### config.mk
export PLATFORM = sky130hd
export DESIGN_NAME = rcs_sequencer
export DESIGN_NICKNAME = d
export VERILOG_FILES = /design/src/rcs_pkg.sv /design/src/rcs_pwm.sv /design/src/rcs_sequencer.sv
export VERILOG_INCLUDE_DIRS = /design/src
export SDC_FILE = /design/constraint.sdc
export NUM_CORES = 2
export LEC_CHECK = 0
export ABC_AREA = 1
export CAP_MARGIN = 20
export CORE_MARGIN = 2
export CORE_UTILIZATION = 63
export CTS_CLUSTER_SIZE = 24
export DETAILED_ROUTE_END_ITERATION = 10
export DONT_BUFFER_PORTS = 1
export PLACE_DENSITY = 0.76
export RECOVER_POWER = 100
export SLEW_MARGIN = 20
export SYNTH_ARGS = -nofsm -noshare
export SYNTH_HDL_FRONTEND = slang
export SYNTH_SLANG_ARGS = --single-unit
### constraint.sdc
create_clock -name clk_i -period 120.6 [get_ports clk_i]
set_input_delay 30.15 -clock clk_i [delete_from_list [all_inputs] [get_ports clk_i]]
set_output_delay 30.15 -clock clk_i [all_outputs]
set_load 0.01 [all_outputs]
### src/rcs_regs.svh
`ifndef RCS_REGS_SVH
`define RCS_REGS_SVH

// Register indices, byte address is four times the index
`define RCS_IDX_CTRL      8'h11
`define RCS_IDX_CMD_FIRST 8'h50
`define RCS_IDX_CMD_LAST  8'h5f
`define RCS_IDX_XDIM      8'h18
`define RCS_IDX_STAT      8'h19

// Control register fields
`define RCS_CTRL_RUN      2
`define RCS_CTRL_LOOP     1
`define RCS_CTRL_CURVE    0
`define RCS_CTRL_RST      8'h00

// External dim control fields
`define RCS_XDIM_RED      2
`define RCS_XDIM_GREEN    1
`define RCS_XDIM_BLUE     0
`define RCS_XDIM_RST      8'h00

// Status register fields
`define RCS_STAT_RUNNING  0
`define RCS_STAT_HALTED   1
`define RCS_STAT_IDX_LO   2

// Timing and command count
`define RCS_CLK_PERIOD_NS 25
`define RCS_TICK_NS       1000000
`define RCS_PWM_PERIOD    7'd100
`define RCS_CMD_COUNT     8

`endif

### src/rcs_pkg.sv
package rcs_pkg;

   typedef enum logic [1:0] {
      RCS_IDLE,
      RCS_RUN,
      RCS_HALT
   } rcs_seq_e;

   // Drive levels in percent, 0 to 100
   typedef struct packed {
      logic [6:0] r;
      logic [6:0] g;
      logic [6:0] b;
   } rcs_rgb_s;

   typedef struct packed {
      logic        cyc;
      logic        stb;
      logic        we;
      logic [9:0]  adr;
      logic [3:0]  sel;
      logic [31:0] dat;
   } rcs_wb_req_s;

   typedef struct packed {
      logic       ext_en;
      logic [6:0] cnt;
      logic       out;
   } rcs_pwm_state_s;

endpackage

### src/rcs_pwm.sv
`timescale 1ns/10ps
`include "rcs_regs.svh"

module rcs_pwm
(
   input  wire logic       clk_i,
   input  wire logic       rst_i,
   input  wire logic [6:0] duty_i,
   input  wire logic       gate_en_i,
   input  wire logic       ext_dim_i,
   output logic            pwm_o
);
   import rcs_pkg::*;

   rcs_pwm_state_s q;
   rcs_pwm_state_s d;

   always_comb
   begin
      d = q;
      if (q.cnt == `RCS_PWM_PERIOD - 7'd1)
      begin
         d.cnt = 7'd0;
      end
      else
      begin
         d.cnt = q.cnt + 7'd1;
      end
      d.ext_en = !gate_en_i || ext_dim_i;
      // Outside dimming gates the internal duty
      d.out = (q.cnt < duty_i) && q.ext_en;
   end

   always_ff @(posedge clk_i)
   begin
      if (rst_i)
      begin
         q <= '0;
      end
      else
      begin
         q <= d;
      end
   end

   assign pwm_o = q.out;

endmodule

### src/rcs_sequencer.sv
// Local design decision: the Wishbone interface to the registers.
`timescale 1ns/10ps
`include "rcs_regs.svh"

module rcs_sequencer
#(
   parameter int TICK_CYCLES = `RCS_TICK_NS / `RCS_CLK_PERIOD_NS
)
(
   input  wire logic                clk_i,
   input  wire logic                rst_i,
   input  wire rcs_pkg::rcs_wb_req_s wb_req_i,
   output logic [31:0]              wb_dat_o,
   output logic                     wb_ack_o,
   input  wire logic                external_dim_input_i,
   output logic                     led_red_o,
   output logic                     led_green_o,
   output logic                     led_blue_o
);
   import rcs_pkg::*;

   typedef struct packed {
      logic [15:0] div;
      logic        ack;
      logic [31:0] rdat;
      logic [7:0]  ctrl;
      logic [7:0]  xdim;
      logic [15:0][7:0] cmd;
      logic        run_prev;
      rcs_seq_e    seq;
      logic [2:0]  idx;
      logic [11:0] el;
      logic [11:0] dwell;
      logic [11:0] fade;
      rcs_rgb_s    start;
      rcs_rgb_s    tgt;
      rcs_rgb_s    cur;
   } rcs_state_s;

   rcs_state_s q;
   rcs_state_s d;

   // Code to percent for the selected curve
   function automatic logic [6:0] level_pct(input logic [2:0] code,
                                            input logic curve);
      logic [6:0] v;
      v = 7'd0;
      case ({curve, code})
         4'h0: v = 7'd0;
         4'h1: v = 7'd7;
         4'h2: v = 7'd14;
         4'h3: v = 7'd21;
         4'h4: v = 7'd32;
         4'h5: v = 7'd46;
         4'h6: v = 7'd71;
         4'h7: v = 7'd100;
         4'h8: v = 7'd0;
         4'h9: v = 7'd1;
         4'ha: v = 7'd2;
         4'hb: v = 7'd4;
         4'hc: v = 7'd10;
         4'hd: v = 7'd21;
         4'he: v = 7'd46;
         default: v = 7'd100;
      endcase
      return v;
   endfunction

   // Dwell code to milliseconds
   function automatic logic [11:0] dwell_ms(input logic [3:0] code);
      logic [11:0] v;
      v = 12'd0;
      case (code)
         4'h0: v = 12'd197;
         4'h1: v = 12'd393;
         4'h2: v = 12'd590;
         4'h3: v = 12'd786;
         4'h4: v = 12'd983;
         4'h5: v = 12'd1180;
         4'h6: v = 12'd1376;
         4'h7: v = 12'd1573;
         4'h8: v = 12'd1769;
         4'h9: v = 12'd1966;
         4'ha: v = 12'd2163;
         4'hb: v = 12'd2359;
         4'hc: v = 12'd2556;
         4'hd: v = 12'd2753;
         4'he: v = 12'd2949;
         default: v = 12'd3146;
      endcase
      return v;
   endfunction

   // Fade code to milliseconds
   function automatic logic [11:0] fade_ms(input logic [2:0] code);
      logic [11:0] v;
      v = 12'd0;
      case (code)
         3'h0: v = 12'd0;
         3'h1: v = 12'd55;
         3'h2: v = 12'd110;
         3'h3: v = 12'd221;
         3'h4: v = 12'd442;
         3'h5: v = 12'd885;
         3'h6: v = 12'd1770;
         default: v = 12'd3539;
      endcase
      return v;
   endfunction

   // Linear, monotonic step from start toward target
   function automatic logic [6:0] ramp(input logic [6:0] s,
                                       input logic [6:0] t,
                                       input logic [11:0] el,
                                       input logic [11:0] len);
      logic [18:0] part;
      logic [6:0]  r;
      part = 19'd0;
      r = t;
      if (el < len)
      begin
         if (t >= s)
         begin
            part = ({12'd0, t - s} * {7'd0, el}) / {7'd0, len};
            r = s + part[6:0];
         end
         else
         begin
            part = ({12'd0, s - t} * {7'd0, el}) / {7'd0, len};
            r = s - part[6:0];
         end
      end
      return r;
   endfunction

   function automatic logic cmd_empty(input logic [15:0][7:0] c,
                                      input logic [2:0] i);
      return {c[{i, 1'b0}], c[{i, 1'b1}]} == 16'h0000;
   endfunction

   logic        tick;
   logic        access;
   logic [7:0]  widx;
   logic        run;
   logic        load;
   logic [2:0]  load_idx;
   logic [15:0] word;
   logic [2:0]  nxt;

   always_comb
   begin
      d = q;
      load = 1'b0;
      load_idx = 3'd0;
      word = 16'h0000;
      nxt = q.idx + 3'd1;
      widx = wb_req_i.adr[9:2];
      access = wb_req_i.cyc && wb_req_i.stb && !q.ack;

      tick = (q.div == 16'(TICK_CYCLES - 1));
      d.div = tick ? 16'h0000 : q.div + 16'h0001;

      // Bus slave, answer one cycle after the request
      d.ack = access;
      d.rdat = 32'h0000_0000;
      if (access && !wb_req_i.we)
      begin
         if (widx == `RCS_IDX_CTRL)
         begin
            d.rdat[7:0] = q.ctrl;
         end
         else if (widx == `RCS_IDX_XDIM)
         begin
            d.rdat[7:0] = q.xdim;
         end
         else if (widx == `RCS_IDX_STAT)
         begin
            d.rdat[`RCS_STAT_RUNNING] = (q.seq == RCS_RUN);
            d.rdat[`RCS_STAT_HALTED] = (q.seq == RCS_HALT);
            d.rdat[`RCS_STAT_IDX_LO +: 3] = q.idx;
         end
         else if (widx >= `RCS_IDX_CMD_FIRST && widx <= `RCS_IDX_CMD_LAST)
         begin
            d.rdat[7:0] = q.cmd[widx[3:0]];
         end
      end
      if (access && wb_req_i.we && wb_req_i.sel[0])
      begin
         if (widx == `RCS_IDX_CTRL)
         begin
            d.ctrl = {5'd0, wb_req_i.dat[2:0]};
         end
         else if (widx == `RCS_IDX_XDIM)
         begin
            d.xdim = {5'd0, wb_req_i.dat[2:0]};
         end
         else if (widx >= `RCS_IDX_CMD_FIRST && widx <= `RCS_IDX_CMD_LAST)
         begin
            d.cmd[widx[3:0]] = wb_req_i.dat[7:0];
         end
      end

      // Sequencer
      run = q.ctrl[`RCS_CTRL_RUN];
      d.run_prev = run;
      if (!run)
      begin
         d.seq = RCS_IDLE;
         d.idx = 3'd0;
         d.cur = '0;
      end
      else
      begin
         case (q.seq)
            RCS_IDLE:
            begin
               load = !q.run_prev;
               load_idx = 3'd0;
            end
            RCS_RUN:
            begin
               d.cur.r = ramp(q.start.r, q.tgt.r, q.el, q.fade);
               d.cur.g = ramp(q.start.g, q.tgt.g, q.el, q.fade);
               d.cur.b = ramp(q.start.b, q.tgt.b, q.el, q.fade);
               if (tick)
               begin
                  d.el = q.el + 12'd1;
                  if (q.el + 12'd1 >= q.dwell)
                  begin
                     if (q.idx == 3'd7 || cmd_empty(q.cmd, nxt))
                     begin
                        if (q.ctrl[`RCS_CTRL_LOOP])
                        begin
                           load = 1'b1;
                           load_idx = 3'd0;
                        end
                        else
                        begin
                           d.seq = RCS_HALT;
                           d.cur = q.tgt;
                        end
                     end
                     else
                     begin
                        load = 1'b1;
                        load_idx = nxt;
                     end
                  end
               end
            end
            RCS_HALT:
            begin
               d.cur = q.cur;
            end
            default:
            begin
               d.seq = RCS_IDLE;
            end
         endcase
      end

      if (load)
      begin
         word = {q.cmd[{load_idx, 1'b0}], q.cmd[{load_idx, 1'b1}]};
         d.idx = load_idx;
         d.el = 12'd0;
         d.start = q.cur;
         d.tgt.r = level_pct(word[15:13], q.ctrl[`RCS_CTRL_CURVE]);
         d.tgt.g = level_pct(word[12:10], q.ctrl[`RCS_CTRL_CURVE]);
         d.tgt.b = level_pct(word[5:3], q.ctrl[`RCS_CTRL_CURVE]);
         d.dwell = dwell_ms(word[9:6]);
         d.fade = fade_ms(word[2:0]);
         d.seq = (word == 16'h0000) ? RCS_HALT : RCS_RUN;
      end
   end

   always_ff @(posedge clk_i)
   begin
      if (rst_i)
      begin
         q <= '0;
         q.ctrl <= `RCS_CTRL_RST;
         q.xdim <= `RCS_XDIM_RST;
         q.seq <= RCS_IDLE;
      end
      else
      begin
         q <= d;
      end
   end

   assign wb_ack_o = q.ack;
   assign wb_dat_o = q.rdat;

   rcs_pwm u_pwm_red
   (
      .clk_i     (clk_i),
      .rst_i     (rst_i),
      .duty_i    (q.cur.r),
      .gate_en_i (q.xdim[`RCS_XDIM_RED]),
      .ext_dim_i (external_dim_input_i),
      .pwm_o     (led_red_o)
   );

   rcs_pwm u_pwm_green
   (
      .clk_i     (clk_i),
      .rst_i     (rst_i),
      .duty_i    (q.cur.g),
      .gate_en_i (q.xdim[`RCS_XDIM_GREEN]),
      .ext_dim_i (external_dim_input_i),
      .pwm_o     (led_green_o)
   );

   rcs_pwm u_pwm_blue
   (
      .clk_i     (clk_i),
      .rst_i     (rst_i),
      .duty_i    (q.cur.b),
      .gate_en_i (q.xdim[`RCS_XDIM_BLUE]),
      .ext_dim_i (external_dim_input_i),
      .pwm_o     (led_blue_o)
   );

endmodule

==> flow_metrics.tcl <==
set metrics [dict create \
    nFillCells 11600 \
    clk_pin_slew_ns 0.07 \
    clock-sinks 291 \
    post_dp_cell_area_sq_mm 0.0803 \
    dieArea_sq_mm 0.128 \
    synth_xor_area_share_pct 7.80 \
    fp.dieW_microns 358 \
    wl_per_cell_microns 17.4 \
    ys_seq_area_share_pct 7.40 \
    postCtsSetupRepairBufs 0 \
    synth.distinct_cells 78 \
    viasPerCell 5.78 \
    dieHeight_microns 358 \
    syn2layout_area_growth_pct 3.24 \
    synth_top_cell_area_share_pct 21.1 \
    period_needed_ns 54.66 \
    ys.flop_type "dfxtp_1" \
    drt_iter0_drc 5900 \
    place_congestion 1.00 \
    max_slew_margin_pct -217 \
    worstMarginPinSlew_ns 4.75 \
    nets 13800 \
    cp.arrival_ns 55.15 \
    worstSetupEndpointType "flop" \
    postRouteAntennaNets 0 \
    min_period_over_period_pct 45.3 \
    gr-usage-all-layers_pct 36.4 \
    holdCritPathClass "reg2reg" \
    worst_ep_required_time_ns 121.09 \
    synth_fa_ha_area_share_pct 28.8 \
    violations "capacitance limit, slew limit" \
    clockBufferDepth 3 \
    synth.area.top_cells "ha_1 (21%), nand2_1 (13%), inv_1 (9.6%)" \
    clk_latency_ns 0.59 \
    placementRows 129 \
    whs_ns 0.449 \
    synth_simple_gate_area_share_pct 25.6 \
    syn-instance-count 12200 \
    rsz0062_at_grt "no" \
    firstDrtPassIters 6 \
    cts_root_buf "clkbuf_16" \
    wl_met2_microns 109000 \
    start_util_pct 63.6 \
    synth_commonest_cells "nand2_1 (2,657), inv_1 (2,004), ha_1 (1,329)" \
    cp_max_fo 26 \
    crit_path_frequent_cell "inv_1" \
    synth_compound_area_share_pct 18.6 \
    fin_skew_ns 0.0241 \
    max_stage_delay_ns 1.03 \
    cts_resized 0 \
    core_sq_mm 0.124 \
    synth_top_area_cell "ha_1" \
    top_layer "met5" \
    finalWirelength_microns 240000 \
    drt-met1-wl_microns 103000 \
    overflow 0 \
    grt_pass1_vias 74300 \
    postLayoutCellArea_sq_mm 0.0813 \
    met3_length_microns 19000 \
    setup_violations 0 \
    portBuffers 0 \
    synth.avg_cell_area_sq_um 6.43 \
    syn-cell-area_sq_mm 0.0787 \
    regArea_sq_mm 0.00583 \
    grt_max_degree 126 \
    setup.worst_path.start_class "flop" \
    antenna_found_initial 8 \
    critPathKind "reg2reg" \
    slew_violations 247 \
    synth_most_common_cell "nand2_1" \
    worst_path_max_delay_cell "a32oi_1" \
    status "finished, violations left" \
    cap_viol_max_count 4 \
    ctsHoldBuffers 0 \
    synth_top_family_by_area "adder cells" \
    hold_violations 0 \
    vias 79600 \
    hpwlAfterDp_microns 191000 \
    multi_input_area_sq_mm 0.0637 \
    io_pins 88 \
    numCtsBuffers 30 \
    drc_errors 0 \
    tritoncts "built" \
    synthArstFlopShare_pct 0 \
    htreeDepth 1 \
    synth_edf_count 0 \
    tns_ns 0 \
    fmax_mhz 18.3 \
    grt_pass1_wl_microns 380000 \
    ys_ff_latch 291 \
    drive_gt1_share_pct 4.37 \
    yosysWarnings 0 \
    synthMuxAreaShare_pct 0.102 \
]
[state kept, by name (all words and copies together), names as in the netlist]
signal / cells
u_pwm_red.q: 8
u_pwm_blue.q: 8
u_pwm_blue.pwm_o: 1
wb_dat_o: 8
wb_ack_o: 1
d: 1
u_pwm_red.pwm_o: 1
q: 254
u_pwm_green.pwm_o: 1
u_pwm_green.q: 8
[placed cells by master (no fill, tap or decap), types with 55 or more instances in the layout]
cell,count
a21o_1,167
a21oi_1,839
buf_4,89
dfxtp_1,290
fa_1,303
ha_1,1329
inv_1,1999
nand2_1,2657
nand3_1,541
nand4_1,129
nor2_1,840
nor3_1,75
o21ai_0,982
o21ai_1,56
o21bai_1,122
o22ai_1,112
o31ai_1,55
or2_2,147
xnor2_1,287
xor2_1,412
[cell type report]
cell class | count | area share (%)
multi-input combinational | 9597 | 78.4
antenna | 2 | 0.00616
clock inverter | 17 | 0.377
tap | 1637 | 2.52
sequential | 291 | 7.17
timing repair buffer | 98 | 0.903
clock buffer | 38 | 0.997
inverter | 2075 | 9.63
[worst paths after layout]
path | from | endpoint | slack, ns | depth (start not counted)
worst max-delay path | q[49]$_SDFFE_PP0P_ | q[13]$_SDFFE_PP0P_ | 65.94 | 303
worst min-delay path | q[282]$_SDFF_PP0_ | q[282]$_SDFF_PP0_ | 0.45 | 1
worst max register to register | q[49]$_SDFFE_PP0P_ | q[13]$_SDFFE_PP0P_ | 65.94 | 303
worst min register to register | q[282]$_SDFF_PP0_ | q[282]$_SDFF_PP0_ | 0.45 | 1
[cell families (layout without fill, tap and decap cells)]
kind of cell             Yosys count  in the layout
AND/OR/NAND/NOR                 4655           4655
AO/OA/AOI/OAI                   2578           2578
buffers and inverters           2377           2228
adder cells (fa/ha/maj)         1632           1632
XOR/XNOR                         700            700
flip-flops                       291            291
multiplexers                       8              8
other                              1             26
[metrics by stage]
| stage | cells | setup WS, ns | utilization, % |
|---|---|---|---|
| 2_1_floorplan | 12300 | 75.90 | - |
| 3_3_place_gp | 13700 | 70.13 | 64.8 |
| 3_5_place_dp | 13700 | 68.67 | 64.8 |
| 4_1_cts | 13800 | 68.40 | 65.7 |
| 5_1_grt | 13800 | 60.46 | 65.7 |
| 6_report | 13800 | 65.94 | 65.7 |
[worst max-delay path: cells and delay by family, from the launching register on]
family	cells	cell delay, ns
compound gates	118	24.02
xor+xnor	2	1.01
fa+ha+maj	28	9.83
buf+inv	59	7.45
flops	1	0.36
simple gates	96	11.84
[per-layer routing]
metal	track usage (%)	vias to the layer above
met5	0	-
met3	4.65	514
li1	-	39700
met1	47.8	36600
met2	61.4	2645
met4	12.4	8
Power is left out: the tool's default activity adds up to more than one toggle a clock period on the data nets, which glitch-free logic cannot reach.
